===== config.mk =====
export PLATFORM = sky130hd
export DESIGN_NAME = node_address_switch_select
export DESIGN_NICKNAME = d
export VERILOG_FILES = /design/src/node_addr_pkg.sv /design/src/switch_decode.sv /design/src/node_address_switch_select.sv
export VERILOG_INCLUDE_DIRS = /design/src
export SDC_FILE = /design/constraint.sdc
export NUM_CORES = 1
export LEC_CHECK = 0
export BUFFER_PORTS_ARGS = -buffer_cell sky130_fd_sc_hd__buf_2
export CORE_MARGIN = 4
export CORE_UTILIZATION = 50
export DETAILED_ROUTE_END_ITERATION = 10
export PLACE_DENSITY = 0.82
export SYNTH_ARGS = -nofsm -noshare
export SYNTH_HDL_FRONTEND = slang
export SYNTH_SLANG_ARGS = --single-unit
export TNS_END_PERCENT = 1

===== constraint.sdc =====
create_clock -name ref_clk -period 5.2 [get_ports ref_clk]
set_input_delay 0.26 -clock ref_clk [delete_from_list [all_inputs] [get_ports ref_clk]]
set_output_delay 0.26 -clock ref_clk [all_outputs]
set_load 0.02 [all_outputs]

===== src/node_addr_consts.svh =====
// constants for the node address switch selector
`ifndef NODE_ADDR_CONSTS_SVH
`define NODE_ADDR_CONSTS_SVH
`define DIGIT_W      4
`define ADDR_W       6
`define RAW_W        7
`define TENS_WEIGHT  7'h0A
`define UNITS_WEIGHT 7'h01
`define ADDR_MAX     7'h3F
`define RAW_MAX      7'h63
`define DIGIT_MAX    4'h9
`endif


===== src/node_addr_pkg.sv =====
// types for the node address switch selector
package node_addr_pkg;
  `include "node_addr_consts.svh"

  typedef struct packed
  {
    logic [`DIGIT_W-1:0] tens;
    logic [`DIGIT_W-1:0] units;
  } switch_pair_s;

  typedef struct packed
  {
    logic [`ADDR_W-1:0] addr;
    logic               from_tool;
  } addr_result_s;

  typedef enum logic [1:0]
  {
    st_capture,
    st_run,
    st_fault
  } mon_state_e;

  typedef struct packed
  {
    mon_state_e         state;
    switch_pair_s       saved;
    logic [`ADDR_W-1:0] node_addr;
    logic               from_tool;
    logic               addr_valid;
    logic               fault;
    logic               bad_digit;
  } select_state_s;
endpackage : node_addr_pkg


===== src/switch_decode.sv =====
// combinational decode of the two rotary digits into a node address
`timescale 1ns/1ps
module switch_decode
  import node_addr_pkg::*;
(
  // switch digits
  input  node_addr_pkg::switch_pair_s sw,
  // tool address
  input  wire logic [`ADDR_W-1:0]     tool_addr,
  // decoded result
  output node_addr_pkg::addr_result_s res,
  output logic                        bad_digit
);
  // one bit wider than a decimal pair needs: two undecimal digits reach 165 and must not wrap
  logic [`RAW_W:0] raw;

  always_comb
  begin
    raw = {4'h0, sw.tens} * 8'(`TENS_WEIGHT) + {4'h0, sw.units} * 8'(`UNITS_WEIGHT);
    bad_digit = (sw.tens > `DIGIT_MAX) || (sw.units > `DIGIT_MAX);
    if (raw <= `ADDR_MAX)
    begin
      res.addr      = raw[`ADDR_W-1:0];
      res.from_tool = 1'b0;
    end
    else
    begin
      // 64..165, including undecimal codes whose weighted sum exceeds 63, defer to the tool's address
      res.addr      = tool_addr;
      res.from_tool = 1'b1;
    end
  end
endmodule : switch_decode


===== src/node_address_switch_select.sv =====
// node address selection from rotary switches with change monitoring
//
// Behaviour
// - the raw value is the left digit times ten plus the right digit.
// - a raw value of 0 to 63 is used directly as the node address.
// - a raw value of 64 to 99 is ignored and the tool-written address is used.
// - any switch change seen on an enabled edge after the snapshot latches the fault halt state.
// - the fault stays until reset is applied; restoring the switches alone does not clear it.
`timescale 1ns/1ps
module node_address_switch_select
  import node_addr_pkg::*;
(
  // clock and reset
  input  wire logic                   ref_clk,
  input  wire logic                   sys_rst,
  input  wire logic                   clk_en,
  // rotary switches
  input  node_addr_pkg::switch_pair_s sw,
  // address stored by the configuration tool
  input  wire logic [`ADDR_W-1:0]     tool_addr,
  // results
  output logic [`ADDR_W-1:0]          node_addr,
  output logic                        from_tool,
  output logic                        addr_valid,
  output logic                        fault,
  output logic                        bad_digit
);
  import node_addr_pkg::*;

  ////////////////////////////////////////////////////////////////////////
  select_state_s cur;
  select_state_s next_cur;
  addr_result_s  res;
  logic          dec_bad;
  logic [1:0]    digit_moved;
  logic          sw_moved;

  ////////////////////////////////////////////////////////////////////////
  // a digit counts as moved when its live code differs from the snapshot
  function automatic logic digit_differs
  (
    input logic [`DIGIT_W-1:0] live,
    input logic [`DIGIT_W-1:0] kept
  );
    return live != kept;
  endfunction : digit_differs

  ////////////////////////////////////////////////////////////////////////
  // each digit watched on its own, so a one-step turn of either switch trips
  genvar gi;
  generate
    for (gi = 0; gi < 2; gi++)
    begin : g_digit
      assign digit_moved[gi] = digit_differs(sw[gi*`DIGIT_W +: `DIGIT_W],
                                             cur.saved[gi*`DIGIT_W +: `DIGIT_W]);
    end
  endgenerate

  assign sw_moved = |digit_moved;

  switch_decode switch_decode_i
  (
    .sw        (sw),
    .tool_addr (tool_addr),
    .res       (res),
    .bad_digit (dec_bad)
  );

  ////////////////////////////////////////////////////////////////////////
  always_comb
  begin
    next_cur = cur;
    unique case (cur.state)
      st_capture:
      begin
        // snapshot taken on the first enabled edge after reset release
        next_cur.saved      = sw;
        next_cur.node_addr  = res.addr;
        next_cur.from_tool  = res.from_tool;
        next_cur.bad_digit  = dec_bad;
        next_cur.addr_valid = 1'b1;
        next_cur.state      = st_run;
      end
      st_run:
      begin
        // tool address may be rewritten at run time when switches defer
        if (cur.from_tool)
        begin
          next_cur.node_addr = tool_addr;
        end
        if (sw_moved)
        begin
          next_cur.fault      = 1'b1;
          next_cur.addr_valid = 1'b0;
          next_cur.state      = st_fault;
        end
      end
      st_fault:
      begin
        // only reset leaves here; restoring the switches alone is not enough
        next_cur.fault      = 1'b1;
        next_cur.addr_valid = 1'b0;
      end
      default:
      begin
        next_cur.state = st_fault;
        next_cur.fault = 1'b1;
      end
    endcase
  end

  always_ff @(posedge ref_clk or posedge sys_rst)
  begin
    if (sys_rst)
    begin
      cur <= '{state: st_capture, saved: '0, node_addr: '0, from_tool: 1'b0,
               addr_valid: 1'b0, fault: 1'b0, bad_digit: 1'b0};
    end
    else if (clk_en)
    begin
      cur <= next_cur;
    end
  end

  assign node_addr  = cur.node_addr;
  assign from_tool  = cur.from_tool;
  assign addr_valid = cur.addr_valid;
  assign fault      = cur.fault;
  assign bad_digit  = cur.bad_digit;
endmodule : node_address_switch_select


==> flow_metrics.tcl <==
set metrics [dict create \
    timing.final.crit_share_pct 46.3 \
    yosys_warnings 0 \
    cts_tree "yes" \
    max_freq_mhz 415 \
    holdCritPathClass "in2async" \
    ys_async_sr_fraction_pct 100 \
    netSwitchingFraction_pct 39.5 \
    routed_wl_um 2880 \
    required_ps 5380 \
    die-width_um 61.0 \
    fin_skew_ps 3.56 \
    p_seq_share_pct 35.3 \
    pwr-share-comb_pct 48.5 \
    synth.area.top_cells "dfrtp_1 36%, ha_1 9.8%, xnor2_1 6.9%, mux2_2 6.4%, o211ai_2 5.3%" \
    core_area_um2 2570 \
    vias 1095 \
    routed_via_density 5.82 \
    p_per_area_nw_per_um2 499 \
    seq_area_frac_synth_pct 35.6 \
    grt_use_total_pct 17.7 \
    clk_pin_slew_worst_paths_ps 120 \
    cts.hold.buffers_added 0 \
    crit_type "in2reg" \
    path_buf_inv 1 \
    start_util_pct 54.8 \
    final_common_cell "buf_2" \
    crit_path_end_kind "flop" \
    worstPathCellList "buf_2 > ha_1 > ha_1 > fa_1 > nand3_1 > o21ai_2 > or4_1 > o311ai_0 > o211ai_2" \
    hpwlAfterDp_um 2330 \
    wl_per_cell_um 15.3 \
    switchingPower_mw 0.308 \
    drive_above_1_share_pct 31.0 \
    synth_fp_nets 168 \
    p_clk_share_pct 16.2 \
    antenna_found_initial 0 \
    cts_made_buffers 3 \
    hold_viol 0 \
    synthToLayoutAreaGrowth_pct 11.0 \
    leakage_nw 0.746 \
    grt_max_degree 21 \
    syn_avg_cell_area_um2 10.2 \
    grt_pass1_vias 1115 \
    antenna_cells 0 \
    ant_nets 0 \
    cts_max_path_buffers 2 \
    cp_slowest_cell "or4_1" \
    slowest_delay_ps 630 \
    ys_ff_latch 20 \
    h-tree-depth 1 \
    post_cts_resize_count 0 \
    synth_flop_cell "dfrtp_1" \
    grt_pass1_wl_um 4990 \
    intPower_mw 0.471 \
    synth_cells 138 \
    final_cell_mix "26 x buf_2, 20 x dfrtp_1, 18 x nand2_1" \
    synth.distinct_cells 31 \
    dieArea_um2 3730 \
    critPathMaxFanout 7 \
    cts_num_sinks 20 \
    synth_top_cell_by_area "dfrtp_1" \
    holdWs_ps 80.9 \
    min_period_ps 2410 \
    drtIter0Drc 38 \
    path_delay_family "adder cells" \
    gp_congestion 0.856 \
    cp.arrival_ps 2580 \
    cp-start-kind "input pin" \
    finalSetupViolations 0 \
    clk_latency_ps 300 \
    nNetsFinal 189 \
    grt_overflow 0 \
    yosys.area.top_type_share_pct 35.6 \
    num_rows 18 \
    cp_common_cell "ha_1" \
    drt-pass1-iter-count 4 \
    relSlewSlack_pct 48.2 \
    root_buffer "clkbuf_4" \
    synth_edf_count 0 \
    ir_drop_v 0.000324 \
    drcViolationCount 0 \
    max_cap_viol_count 0 \
    synthesis.area_um2 1410 \
    worst_pin_slew_ps 776 \
    post-cts-setup-buffers 0 \
    status "finished, final reports clean" \
    tns_ps 0 \
    maxSlewViolCount 0 \
    port_buffers 26 \
    die_y_um 61.0 \
    io_pins 27 \
    grt_setup_unrepaired "false" \
]
## synthesized netlist by cell type (3+ instances only)
cell type  instances
o311ai_0           6
inv_1              7
ha_1              11
nand3_1            3
o211ai_2           6
nand2_1           18
and3_1             6
mux2_2             8
xnor2_1           11
dfrtp_1           20
buf_4              7
o21ai_0            9
## per-stage QoR
stage,area [um2],cells,worst slack [ps],util (%),power (mW)
4_1_cts,1560,188,2800,60.8,0.788
5_1_grt,1560,188,2630,60.8,0.843
2_1_floorplan,1410,138,2780,-,0.590
3_3_place_gp,1510,184,2550,58.8,0.636
6_report,1560,188,2790,60.8,0.779
3_5_place_dp,1510,184,2480,58.8,0.659
## power groups by stage
stage	clock network, mW	registers [mW]	logic, mW
after floorplan	0	0.282	0.308
after global placement	0	0.272	0.365
after detailed placement	0	0.280	0.379
after CTS	0.129	0.276	0.383
after global routing	0.135	0.285	0.423
final	0.127	0.275	0.378
## worst paths after layout
kind | from | to | slack, ps | cells past startpoint
worst max-delay path | sw[5] | node_addr[2] | 2790 | 9
worst min-delay path | sys_rst | addr_valid | 80 | 2
worst max register to register | cur[19] | cur[18] | 3130 | 6
worst min register to register | fault | fault | 480 | 1
max in group asynchronous | sys_rst | from_tool | 4640 | 2
min in group ref_clk | sw[0] | cur[10] | 250 | 2
## cell families after synthesis
| group | share of synthesized area, % |
|---|---|
| xor+xnor | 8.10 |
| mux | 6.41 |
| simple gates | 12.3 |
| buf+inv | 6.49 |
| compound gates | 18.5 |
| flops | 35.6 |
| fa+ha+maj | 12.6 |
## cell type report
type	instances	area (um2)
tap	30	37.5
fill	221	1010
inverter	7	26.3
sequential	20	500
clock buffer	3	22.5
timing repair buffer	26	130
clock inverter	1	30.0
multi-input combinational	101	815
## state kept, by name, indices dropped and copies added (netlist names)
name        count
cur            10
node_addr       6
addr_valid      1
bad_digit       1
fault           1
from_tool       1
## metal layers
| layer | up-vias | GRT usage [%] | part of all wire, % |
|---|---|---|---|
| met1 | 532 | 22.8 | 42 |
| met4 | 0 | 4.64 | 1.1 |
| met5 | - | 0 | 0 |
| met3 | 4 | 3.35 | 6.7 |
| li1 | 527 | - | - |
| met2 | 32 | 30.5 | 50 |
Power figures use the tool's default switching activity.
